--- src/asp_pkg.sv ---
// -----------------------------------------------------------------------------
// -----------------------------------------------------------------------------
package asp_pkg;

	// -------------------------------------------------------------------------
	// Device control port
	// -------------------------------------------------------------------------
	localparam logic [7:0] ASP_CTRL_ADDR  = 8'h98;
	localparam logic [7:0] ASP_BUF_ADDR   = 8'h99;
	localparam logic [7:0] ASP_CTRL_RESET = 8'h40;
	localparam int         ASP_BIT_MODE   = 7;
	localparam int         ASP_BIT_UNUSED = 6;
	localparam int         ASP_BIT_MCE    = 5;
	localparam int         ASP_BIT_REN    = 4;
	localparam int         ASP_BIT_TB8    = 3;
	localparam int         ASP_BIT_RB8    = 2;
	localparam int         ASP_BIT_TI     = 1;
	localparam int         ASP_BIT_RI     = 0;

	// -------------------------------------------------------------------------
	// Frame layout
	// -------------------------------------------------------------------------
	localparam logic [3:0] ASP_STOP_IDX8  = 4'h9;
	localparam logic [3:0] ASP_STOP_IDX9  = 4'ha;
	localparam logic [3:0] ASP_DATA_BITS8 = 4'h8;
	localparam logic [3:0] ASP_DATA_BITS9 = 4'h9;

	// -------------------------------------------------------------------------
	// Partner registers on AHB-Lite
	// -------------------------------------------------------------------------
	localparam logic [7:0]  ASP_P_CTRL     = 8'h00;
	localparam logic [7:0]  ASP_P_DIV      = 8'h04;
	localparam logic [7:0]  ASP_P_TXDATA   = 8'h08;
	localparam logic [7:0]  ASP_P_RXDATA   = 8'h0c;
	localparam logic [7:0]  ASP_P_STATUS   = 8'h10;
	localparam logic [15:0] ASP_P_DIV_RESET = 16'h0010;

	typedef enum logic [1:0] {
		ASP_RX_IDLE,
		ASP_RX_START,
		ASP_RX_DATA,
		ASP_RX_STOP
	} asp_rx_t;

endpackage

--- src/asp_link_if.sv ---
`timescale 1ns/1ps
// -----------------------------------------------------------------------------
// Serial lines between the two nodes
// -----------------------------------------------------------------------------
interface asp_link_if;
	logic devToFar;
	logic farToDev;

	modport dev (
		output devToFar,
		input  farToDev
	);
	modport far (
		input  devToFar,
		output farToDev
	);
endinterface

--- src/asp_partner.sv ---
`timescale 1ns/1ps
module asp_partner
	import asp_pkg::*;
(
	// Clock and reset
	input  wire logic        clk,
	input  wire logic        nrst,
	// AHB-Lite slave
	input  wire logic        hsel,
	input  wire logic [31:0] haddr,
	input  wire logic [1:0]  htrans,
	input  wire logic        hwrite,
	input  wire logic [2:0]  hsize,
	input  wire logic [31:0] hwdata,
	input  wire logic        hready,
	output logic             hreadyout,
	output logic             hresp,
	output logic      [31:0] hrdata,
	// Serial lines
	asp_link_if.far          link
);

	typedef struct packed {
		logic        nine;
		logic        tb8;
		logic [15:0] div;
		logic [10:0] txFrame;
		logic [3:0]  txCnt;
		logic        txBusy;
		logic        txLine;
		logic [15:0] txTimer;
		asp_rx_t     rxSt;
		logic [8:0]  rxShift;
		logic [3:0]  rxCnt;
		logic [15:0] rxTimer;
		logic        rxPrev;
		logic [7:0]  rxData;
		logic        rxNinth;
		logic        rxValid;
		logic        rxOverrun;
		logic        apWr;
		logic [7:0]  apAddr;
		logic [31:0] hrdata;
		logic        hreadyout;
	} asp_far_state_t;

	asp_far_state_t s_reg;
	asp_far_state_t s_next;
	logic           addrPhase;
	logic           rxTick;
	logic [3:0]     stopIdx;
	logic [3:0]     dataBits;

	assign hreadyout     = s_reg.hreadyout;
	assign hresp         = 1'b0;
	assign hrdata        = s_reg.hrdata;
	assign link.farToDev = s_reg.txLine;

	// -------------------------------------------------------------------------
	// Next state
	// -------------------------------------------------------------------------
	always_comb begin
		s_next    = s_reg;
		addrPhase = hsel & htrans[1] & hready;
		rxTick    = s_reg.rxTimer == 16'h0000;
		stopIdx   = s_reg.nine ? ASP_STOP_IDX9 : ASP_STOP_IDX8;
		dataBits  = s_reg.nine ? ASP_DATA_BITS9 : ASP_DATA_BITS8;
		s_next.hreadyout = 1'b1;
		s_next.rxPrev    = link.devToFar;
		s_next.apWr      = addrPhase & hwrite;
		s_next.apAddr    = haddr[7:0];

		// ---------------------------------------------------------------------
		// Bus access
		// ---------------------------------------------------------------------
		if (addrPhase && !hwrite) begin
			case (haddr[7:0])
				ASP_P_CTRL:   s_next.hrdata = {30'h0, s_reg.tb8, s_reg.nine};
				ASP_P_DIV:    s_next.hrdata = {16'h0, s_reg.div};
				ASP_P_RXDATA: s_next.hrdata = {24'h0, s_reg.rxData};
				ASP_P_STATUS: s_next.hrdata = {28'h0, s_reg.rxOverrun, s_reg.rxNinth,
					s_reg.rxValid, s_reg.txBusy};
				default:      s_next.hrdata = 32'h0;
			endcase
			if (haddr[7:0] == ASP_P_RXDATA) begin
				s_next.rxValid   = 1'b0;
				s_next.rxOverrun = 1'b0;
			end
		end
		if (s_reg.apWr) begin
			if (s_reg.apAddr == ASP_P_CTRL) begin
				s_next.nine = hwdata[0];
				s_next.tb8  = hwdata[1];
			end
			if (s_reg.apAddr == ASP_P_DIV) begin
				s_next.div = hwdata[15:0];
			end
			if (s_reg.apAddr == ASP_P_TXDATA && !s_reg.txBusy) begin
				s_next.txFrame = s_reg.nine ? {1'b1, s_reg.tb8, hwdata[7:0], 1'b0} :
					{2'b11, hwdata[7:0], 1'b0};
				s_next.txLine  = 1'b0;
				s_next.txBusy  = 1'b1;
				s_next.txCnt   = 4'h0;
				s_next.txTimer = s_reg.div - 16'h0001;
			end
		end

		// ---------------------------------------------------------------------
		// Transmitter
		// ---------------------------------------------------------------------
		if (s_reg.txBusy) begin
			if (s_reg.txTimer != 16'h0000) begin
				s_next.txTimer = s_reg.txTimer - 16'h0001;
			end else if (s_reg.txCnt == stopIdx) begin
				s_next.txBusy = 1'b0;
			end else begin
				s_next.txTimer = s_reg.div - 16'h0001;
				s_next.txFrame = {1'b1, s_reg.txFrame[10:1]};
				s_next.txLine  = s_reg.txFrame[1];
				s_next.txCnt   = s_reg.txCnt + 4'h1;
			end
		end

		// ---------------------------------------------------------------------
		// Receiver
		// ---------------------------------------------------------------------
		if (s_reg.rxSt != ASP_RX_IDLE) begin
			s_next.rxTimer = rxTick ? s_reg.div - 16'h0001 : s_reg.rxTimer - 16'h0001;
		end
		case (s_reg.rxSt)
			ASP_RX_IDLE: begin
				if (s_reg.rxPrev && !link.devToFar) begin
					s_next.rxSt    = ASP_RX_START;
					// Sample early: the device start bit may be up to three cycles short
					s_next.rxTimer = {1'b0, s_reg.div[15:1]} - 16'h0002;
					s_next.rxCnt   = 4'h0;
				end
			end
			ASP_RX_START: begin
				if (rxTick) begin
					s_next.rxSt = link.devToFar ? ASP_RX_IDLE : ASP_RX_DATA;
				end
			end
			ASP_RX_DATA: begin
				if (rxTick) begin
					s_next.rxShift = {link.devToFar, s_reg.rxShift[8:1]};
					s_next.rxCnt   = s_reg.rxCnt + 4'h1;
					if (s_reg.rxCnt + 4'h1 == dataBits) begin
						s_next.rxSt = ASP_RX_STOP;
					end
				end
			end
			ASP_RX_STOP: begin
				if (rxTick) begin
					s_next.rxSt      = ASP_RX_IDLE;
					s_next.rxData    = s_reg.nine ? s_reg.rxShift[7:0] : s_reg.rxShift[8:1];
					s_next.rxNinth   = s_reg.nine ? s_reg.rxShift[8] : link.devToFar;
					s_next.rxOverrun = s_reg.rxValid;
					s_next.rxValid   = 1'b1;
				end
			end
			default: begin
				s_next.rxSt = ASP_RX_IDLE;
			end
		endcase
	end

	// -------------------------------------------------------------------------
	// State register
	// -------------------------------------------------------------------------
	always_ff @(posedge clk or negedge nrst) begin
		if (!nrst) begin
			s_reg         <= '0;
			s_reg.div     <= ASP_P_DIV_RESET;
			s_reg.txFrame <= 11'h7ff;
			s_reg.txLine  <= 1'b1;
			s_reg.rxSt    <= ASP_RX_IDLE;
			s_reg.rxPrev  <= 1'b1;
		end else begin
			s_reg <= s_next;
		end
	end

endmodule

--- src/flat_wrapper.sv ---
// flat-port wrapper written by rule: the top's interface ports become plain ports
module asp_partner_flat import asp_pkg::*;
  (clk, nrst, hsel, haddr, htrans, hwrite, hsize, hwdata, hready, hreadyout, hresp, hrdata, link_devToFar, link_farToDev);
  asp_link_if link_i ();
  input  wire logic clk;
  input  wire logic nrst;
  input  wire logic hsel;
  input  wire logic [31:0] haddr;
  input  wire logic [1:0] htrans;
  input  wire logic hwrite;
  input  wire logic [2:0] hsize;
  input  wire logic [31:0] hwdata;
  input  wire logic hready;
  output logic hreadyout;
  output logic hresp;
  output logic      [31:0] hrdata;
  input wire logic [$bits(link_i.devToFar)-1:0] link_devToFar;
  output wire logic [$bits(link_i.farToDev)-1:0] link_farToDev;
  assign link_i.devToFar = link_devToFar;
  assign link_farToDev = link_i.farToDev;
  asp_partner u_core (.clk(clk), .nrst(nrst), .hsel(hsel), .haddr(haddr), .htrans(htrans), .hwrite(hwrite), .hsize(hsize), .hwdata(hwdata), .hready(hready), .hreadyout(hreadyout), .hresp(hresp), .hrdata(hrdata), .link(link_i));
endmodule
--- config.mk ---
export PLATFORM = sky130hd
export DESIGN_NAME = asp_partner_flat
export DESIGN_NICKNAME = d
export VERILOG_FILES = /design/src/asp_pkg.sv /design/src/asp_link_if.sv /design/src/asp_partner.sv /design/src/flat_wrapper.sv
export SDC_FILE = /design/constraint.sdc
export NUM_CORES = 1
export LEC_CHECK = 0
export BUFFER_PORTS_ARGS = -buffer_cell sky130_fd_sc_hd__buf_4
export CORE_MARGIN = 2
export CORE_UTILIZATION = 55
export DETAILED_ROUTE_END_ITERATION = 8
export PLACE_DENSITY = 0.78
export SLEW_MARGIN = 0
export SYNTH_ARGS = -nofsm -noshare
export SYNTH_HDL_FRONTEND = slang
export SYNTH_SLANG_ARGS = --single-unit
--- constraint.sdc ---
create_clock -name clk -period 4.35 [get_ports clk]
set_input_delay 0.87 -clock clk [delete_from_list [all_inputs] [get_ports clk]]
set_output_delay 0.87 -clock clk [all_outputs]
set_load 0.05 [all_outputs]
# Yosys cells after proc, flatten, opt, wreduce, memory -nomap -nowiden

Cells that the tools add are included.

Logic and storage cells: 94
Register bits after elaboration: 136
Bits of input ports: 75
Output and inout bits: 35

Multiplexer cells: 30
Bitwise logic cells: 3
Eq/ne operators: 15
Reductions and logical operators: 19
Add/subtract/negate cells: 6

Operators with widths:

| operator              | number |
|---|---|
| $mux 33               | 3 |
| $mux 16               | 4 |
| $pmux 16 s4           | 1 |
| $sub 16x1->16 const B | 3 |
| $mux 17               | 2 |
| $mux 15               | 2 |
| $mux 2                | 10 |
| $mux 20               | 1 |
| $eq 8x3->1 const B    | 2 |
| $eq 8x4->1 const B    | 2 |
| $logic_not 16->1      | 1 |
| $logic_not 8->1       | 2 |
| $reduce_bool 16->1    | 1 |
| $sub 15x2->16 const B | 1 |
| $mux 10               | 1 |
| $ne 2x1->1 const B    | 5 |
| $add 4x1->4 const B   | 2 |
| $eq 4x4->1            | 2 |
| $eq 8x5->1 const B    | 1 |
| $mux 8                | 1 |
| $pmux 2 s4            | 1 |
| $pmux 4 s2            | 1 |
| $reduce_and 2->1      | 4 |
| $reduce_and 5->1      | 1 |
| other kinds (9)       | 19 |

# Longest topological paths before layout

Gate-level depths: netlist of the first run.

Word-level depth: 7
Gate-level depth with buffers: 9
Depth with buffers taken out: 8

# Least setup slack after synthesis of the first run

Ideal clock, no wire load.

Path kind: input-to-reg
From: in haddr[0]
To: reg u_core.s_reg, in the netlist u_core.hrdata[6]
Buffers on the path: 1
Data required time: 4.267 ns
Path slack: 1.629 ns
Data arrival time: 2.638 ns
Library setup time: 0.083 ns
Stages: 5
Path through: or4_1 nor4_1 clkbuf_1 a22oi_1 o21ai_0

Cells in the longest elaborated chain, start to end: 2
Elaborated cells between the ends (all ways): 5
Those cells by class: eq/ne: 3; mux: 1; reduce/logical: 1

RTL lines:

| what                               | RTL line           | source |
|---|---|---|
| start: declaration                 | flat_wrapper.sv:8  | `input wire logic [31:0] haddr;` |
| $eq 8x5->1 (tied with other cells) | asp_partner.sv:77  | `case (haddr[7:0])` |
| $pmux 16 s4 (*)                    | asp_partner.sv:77  |  |
| end signal: assignment             | asp_partner.sv:180 | `s_reg <= s_next;` |
| end: declaration                   | asp_partner.sv:47  | `asp_far_state_t s_reg;` |

Every way passes the cells marked *; elsewhere a longest branch is shown, timed or not.
A chain may end at the register's enable or synchronous reset.

==> results.sh, run 1 <==
export IMPL_yosysTopAreaCell="dfrtp_1"
export IMPL_overflow=0
export IMPL_seqCellArea_um2=2990
export IMPL_switching_share=0.293
export IMPL_grt_usage=0.262
export IMPL_maxSlewHeadroom=0.291
export IMPL_synth_seq_cells=119
export IMPL_cts_hold_fix_buffers=0
export IMPL_power_density_nw_per_um2=421
export IMPL_rr_endpoint="u_core.s_reg[103]"
export IMPL_drtAntennaViolNets=0
export IMPL_cts_buffer_depth=2
export IMPL_ys_warn_count=0
export IMPL_p_int_uw=2240
export IMPL_clkLatencyLatePin_ps=430
export IMPL_reg2reg_setup_slack_ps=1130
export IMPL_cts_resized=0
export IMPL_dp_final_hpwl_um=11400
export IMPL_r2r_start="u_core.s_reg[85]"
export IMPL_crit_slowest_cell="nand3_1"
export IMPL_combPwrFrac=0.173
export IMPL_largest_reg_flops=101
export IMPL_die_x_um=114
export IMPL_fin_cells=881
export IMPL_antenna_cells=0
export IMPL_async_flop_share=1.00
export IMPL_first_pass_iters=5
export IMPL_critPathMaxStageDelay_ps=730
export IMPL_drt_initial_drc_count=447
export IMPL_whs_ps=416
export IMPL_antenna_found_initial=0
export IMPL_vias=5470
export IMPL_cts_buffers=17
export IMPL_syn_avg_cell_area_um2=9.56
export IMPL_synth_edf_count=0
export IMPL_layout_setup_ws_ps=1130
export IMPL_syn_inst=702
export IMPL_cts_root_buf="clkbuf_16"
export IMPL_clock_sinks=119
export IMPL_endpoint="u_core.s_reg[103]"
export IMPL_yosysMostFrequentCell="dfrtp_1"
export IMPL_dieArea_um2=13100
export IMPL_hold_viol=0
export IMPL_ys_types=70
export IMPL_drt_vias_per_instance=6.21
export IMPL_min_period_over_period=0.740
export IMPL_die_h_um=114
export IMPL_worst_ep_required_time_ps=4620
export IMPL_leakagePower_uw=0.00321
export IMPL_boundaryPins=110
export IMPL_end_kind="flop"
export IMPL_worst_pin_slew_ps=1050
export IMPL_multi_input_area_um2=3290
export IMPL_clk_pin_slew_ps=60
export IMPL_numPortBuffers=48
export IMPL_synthTopCellsByCount="106 x dfrtp_1, 65 x nand2_1, 51 x nor2_1, 51 x o21ai_0, 34 x clkbuf_1"
export IMPL_dp_cells=849
export IMPL_first_global_vias=5260
export IMPL_wl_um=16000
export IMPL_max_cap_violations=0
export IMPL_critPathArrivalTime_ps=3490
export IMPL_period_minus_slack_ps=3220
export IMPL_start_util=0.561
export IMPL_post_place_ws_ps=1180
export IMPL_ys_seq_area_frac=0.446
export IMPL_grt_start_max_net_pins=45
export IMPL_fmax_mhz=310
export IMPL_start_kind="flop"
export IMPL_switchingPower_uw=927
export IMPL_post_cts_buffers=0
export IMPL_nFillCells=962
export IMPL_htree_levels=4
export IMPL_worst_setup_path_type="reg2reg"
export IMPL_cp_max_fo=25
export IMPL_power_frac_seq=0.408
export IMPL_cts_tree="done"
export IMPL_gp_congestion=0.922
export IMPL_setup_viol=0
export IMPL_irDropWorstVdd_uv=300
export IMPL_crit_path_cell_trace="inv_1, ha_1, or4b_1, nor4_4, nand3_1, nand3_1, o21ai_0"
export IMPL_drv_slew=0
export IMPL_coreArea_um2=12000
export IMPL_wl_per_cell_um=18.2
export IMPL_rsz0062_at_grt="no"
export IMPL_finClkSkew_ps=12.3
export IMPL_status="complete, no violations"
export IMPL_drc=0
export IMPL_syn_area_um2=6710
export IMPL_netlist_area_leader_share=0.395
export IMPL_tns_ps=0
export IMPL_rows=40
export IMPL_hold_class="in2async"
export IMPL_synthFlopType="dfrtp_1"
export IMPL_pwr_share_clk=0.418
export IMPL_cpMostUsedCell="nand3_1"
export IMPL_grt_pass1_wl_um=26300
export IMPL_synthToLayoutAreaGrowth_pct=12.2
export IMPL_ys_top_cells_by_area="dfrtp_1 40%, dfstp_2 5.1%, mux2_2 4.9%"
export IMPL_reg2reg_depth=7
export IMPL_drive_above_1_share=0.193
export IMPL_startpoint="u_core.s_reg[85]"
export IMPL_fin_nets=803
cells by family (layout without fill, tap and decap cells):
group / count (synthesis) / in the layout / synth area share
buffers and inverters: 93 / 109 / 0.0735
DFF: 119 / 119 / 0.446
other: 2 / 18 / 0.00112
and+or+nand+nor: 237 / 237 / 0.181
muxes: 54 / 54 / 0.0882
adders and majority gates: 7 / 7 / 0.0131
xor gates and xnor gates: 36 / 36 / 0.0470
AOI/OAI and AO/OA: 154 / 154 / 0.150
power by group through the flow:
stage	logic (µW)	registers, µW	clock network, µW
floorplan	441	1280	0
finish	549	1290	1320
global route	600	1310	1390
CTS	544	1290	1340
global placement	527	1300	0
detailed placement	542	1310	0
layer usage:
layer  vias up  track usage  part of all wire
met3        53       0.0693             0.068
met5         -            0                 0
li1       2534            -                 -
met4         0        0.123             0.032
met1      2646        0.338              0.42
met2       237        0.415              0.47
metrics by stage:
step | total power [µW] | utilization | instance area [µm²]
after floorplan | 1720 | - | 6770
final | 3170 | 0.629 | 7530
after global placement | 1830 | 0.583 | 6970
after global routing | 3290 | 0.629 | 7530
after detailed placement | 1850 | 0.583 | 6970
after CTS | 3180 | 0.629 | 7530
placed cells by master (no fill, tap or decap), types with 22 or more instances in the layout:
master and n:
mux2i_1 22, nor2_1 51, mux2_2 29, o21ai_0 51, xnor2_1 22, a21oi_1 32, nand2_1 65, dfrtp_1 106
buf_4 56, nand3_1 26
layout make-up:
cell class / instances / share of cell area
clock buffers: 25 / 0.0645
clock inverters: 7 / 0.00964
inverters: 21 / 0.0105
multi-input cells: 506 / 0.437
flip-flops and latches: 119 / 0.398
well taps: 147 / 0.0244
repair buffers: 56 / 0.0558
worst min-delay path by stage:
stage,end,start
2_1_floorplan,u_core.hrdata[0],u_core.hrdata[0]
3_5_place_dp,u_core.link.farToDev,u_core.s_reg[108]
6_report,u_core.s_reg[86],nrst
4_1_cts,u_core.s_reg[86],nrst
3_3_place_gp,u_core.hrdata[12],u_core.hrdata[12]
5_1_grt,u_core.s_reg[86],nrst
worst max-delay path, delay by kind of cell (launching register included):
kind,cells,cell delay (ps)
adders and majority gates,1,190
DFF,1,430
buffers and inverters,1,80
and+or+nand+nor,4,2250
AOI/OAI and AO/OA,1,110
Note: power is estimated with default switching activity, not from simulation.
==> inputs of run 2 (changes only) <==
- clock period: 4.35 -> 3.2 ns (I/O delays scaled with it)
==> run 2 against run 1 <==
Net effect:
- wire length up 2.2%
- via count grew 1.1%
- critical path type unchanged
- critical endpoint is now u_core.s_reg[99]
- combinational power increased by 40%
- first-iteration DRC count is 12% lower
- highest routed layer unchanged
- worst hold slack worse by 120 ps
- critical path depth is the same
- cell count rose by 1.4%
==> results.sh, run 2 (synthesis results as in run 1) <==
export IMPL_wl_per_cell_um=18.3
export IMPL_vias=5530
export IMPL_first_global_vias=5290
export IMPL_max_cap_violations=0
export IMPL_numPortBuffers=48
export IMPL_crit_path_cell_trace="inv_1, ha_1, or4b_1, or4_1, o31ai_4, o21ai_0, nand3_1"
export IMPL_start_util=0.561
export IMPL_synthToLayoutAreaGrowth_pct=15.1
export IMPL_dieArea_um2=13100
export IMPL_cts_tree="done"
export IMPL_worst_ep_required_time_ps=3560
export IMPL_worst_pin_slew_ps=837
export IMPL_drc=0
export IMPL_period_minus_slack_ps=2850
export IMPL_final_core_util=0.646
export IMPL_critPathArrivalTime_ps=3220
export IMPL_wl_um=16400
export IMPL_place_area_um2=7070
export IMPL_maxSlewHeadroom=0.442
export IMPL_cp_top_family="simple AND/OR/NAND/NOR gates"
export IMPL_fmax_mhz=350
export IMPL_cts_hold_fix_buffers=0
export IMPL_worst_setup_path_type="reg2reg"
export IMPL_cts_buffers=17
export IMPL_dp_final_hpwl_um=11300
export IMPL_rows=40
export IMPL_leakagePower_uw=0.00333
export IMPL_fin_nets=815
export IMPL_setup_viol=0
export IMPL_gp_congestion=0.919
export IMPL_finClkSkew_ps=11.4
export IMPL_cts_buffer_depth=2
export IMPL_cts_resized=0
export IMPL_min_period_over_period=0.892
export IMPL_largest_reg_flops=101
export IMPL_post_cts_buffers=0
export IMPL_irDropWorstVdd_uv=438
export IMPL_final_common_cell="dfrtp_1"
export IMPL_die_h_um=114
export IMPL_power_total_uw=4620
export IMPL_boundaryPins=110
export IMPL_die_x_um=114
export IMPL_clock_sinks=119
export IMPL_clk_pin_slew_ps=60
export IMPL_nFillCells=947
export IMPL_first_pass_iters=5
export IMPL_status="complete, no violations"
export IMPL_drt_initial_drc_count=394
export IMPL_drv_slew=0
export IMPL_grt_pass1_wl_um=26800
export IMPL_cp_max_fo=8
export IMPL_stdcell_area_um2=7720
export IMPL_start_kind="flop"
export IMPL_coreArea_um2=12000
export IMPL_rsz0062_at_grt="no"
export IMPL_htree_levels=4
export IMPL_path_buf_inv=1
export IMPL_antenna_found_initial=0
export IMPL_antenna_cells=0
export IMPL_tns_ps=0
export IMPL_hold_class="in2async"
export IMPL_drive_above_1_share=0.213
export IMPL_cts_root_buf="clkbuf_16"
export IMPL_clkLatencyLatePin_ps=430
export IMPL_final_cell_mix="106 x dfrtp_1, 67 x buf_4, 65 x nand2_1, 51 x nor2_1, 51 x o21ai_0"
export IMPL_hold_viol=0
export IMPL_whs_ps=301
export IMPL_drtAntennaViolNets=0
export IMPL_drt_vias_per_instance=6.19
export IMPL_grt_usage=0.266
export IMPL_power_density_nw_per_um2=598
export IMPL_end_kind="flop"
export IMPL_grt_start_max_net_pins=62
export IMPL_crit_slowest_cell="or4_1"
export IMPL_overflow=0
export IMPL_critPathMaxStageDelay_ps=740
run 2: cell type report:
class / count / area, µm² / share of cell area
Clock buffer: 18 / 439 / 0.0569
Clock inverter: 14 / 209 / 0.0271
Timing Repair Buffer: 68 / 523 / 0.0677
Inverter: 21 / 78.8 / 0.0102
Multi-Input combinational cell: 506 / 3290 / 0.427
Sequential cell: 119 / 2990 / 0.388
Tap cell: 147 / 184 / 0.0238
run 2: through the flow:
step	instances	worst slack (ps)
floorplan	718	654
global placement	861	402
detailed placement	861	357
CTS	893	346
global route	893	178
finish	893	345
run 2: worst paths after layout:
path,from,depth (start not counted),slack (ps),to
max,u_core.s_reg[85],7,350,u_core.s_reg[99]
min,nrst,1,300,u_core.s_reg[67]
max reg2reg,u_core.s_reg[85],7,350,u_core.s_reg[99]
min reg2reg,u_core.hrdata[14],2,490,u_core.hrdata[14]
max in group asynchronous,nrst,2,2140,u_core.s_reg[112]
min in group clk,haddr[7],1,320,u_core.s_reg[40]
run 2: worst reg2reg max path: cells and delay by family, from the launching register on:
family / cells / cell delay [ps]
adder cells (fa/ha/maj): 1 / 190
AO/OA/AOI/OAI: 2 / 630
flip-flops: 1 / 410
buffers and inverters: 1 / 70
AND/OR/NAND/NOR: 3 / 1490
run 2: metal layers:
| metal | GRT usage | wire, µm | vias to the layer above |
|---|---|---|---|
| met3 | 0.0609 | 1040 | 54 |
| met4 | 0.137 | 600 | 0 |
| met1 | 0.341 | 6940 | 2702 |
| met5 | 0 | 0 | - |
| li1 | - | - | 2559 |
| met2 | 0.423 | 7800 | 215 |
run 2: power breakdown:
| group | internal [µW] | switching [µW] |
|---|---|---|
| combinational | 309 | 459 |
| sequential | 1620 | 136 |
| clock | 1350 | 747 |
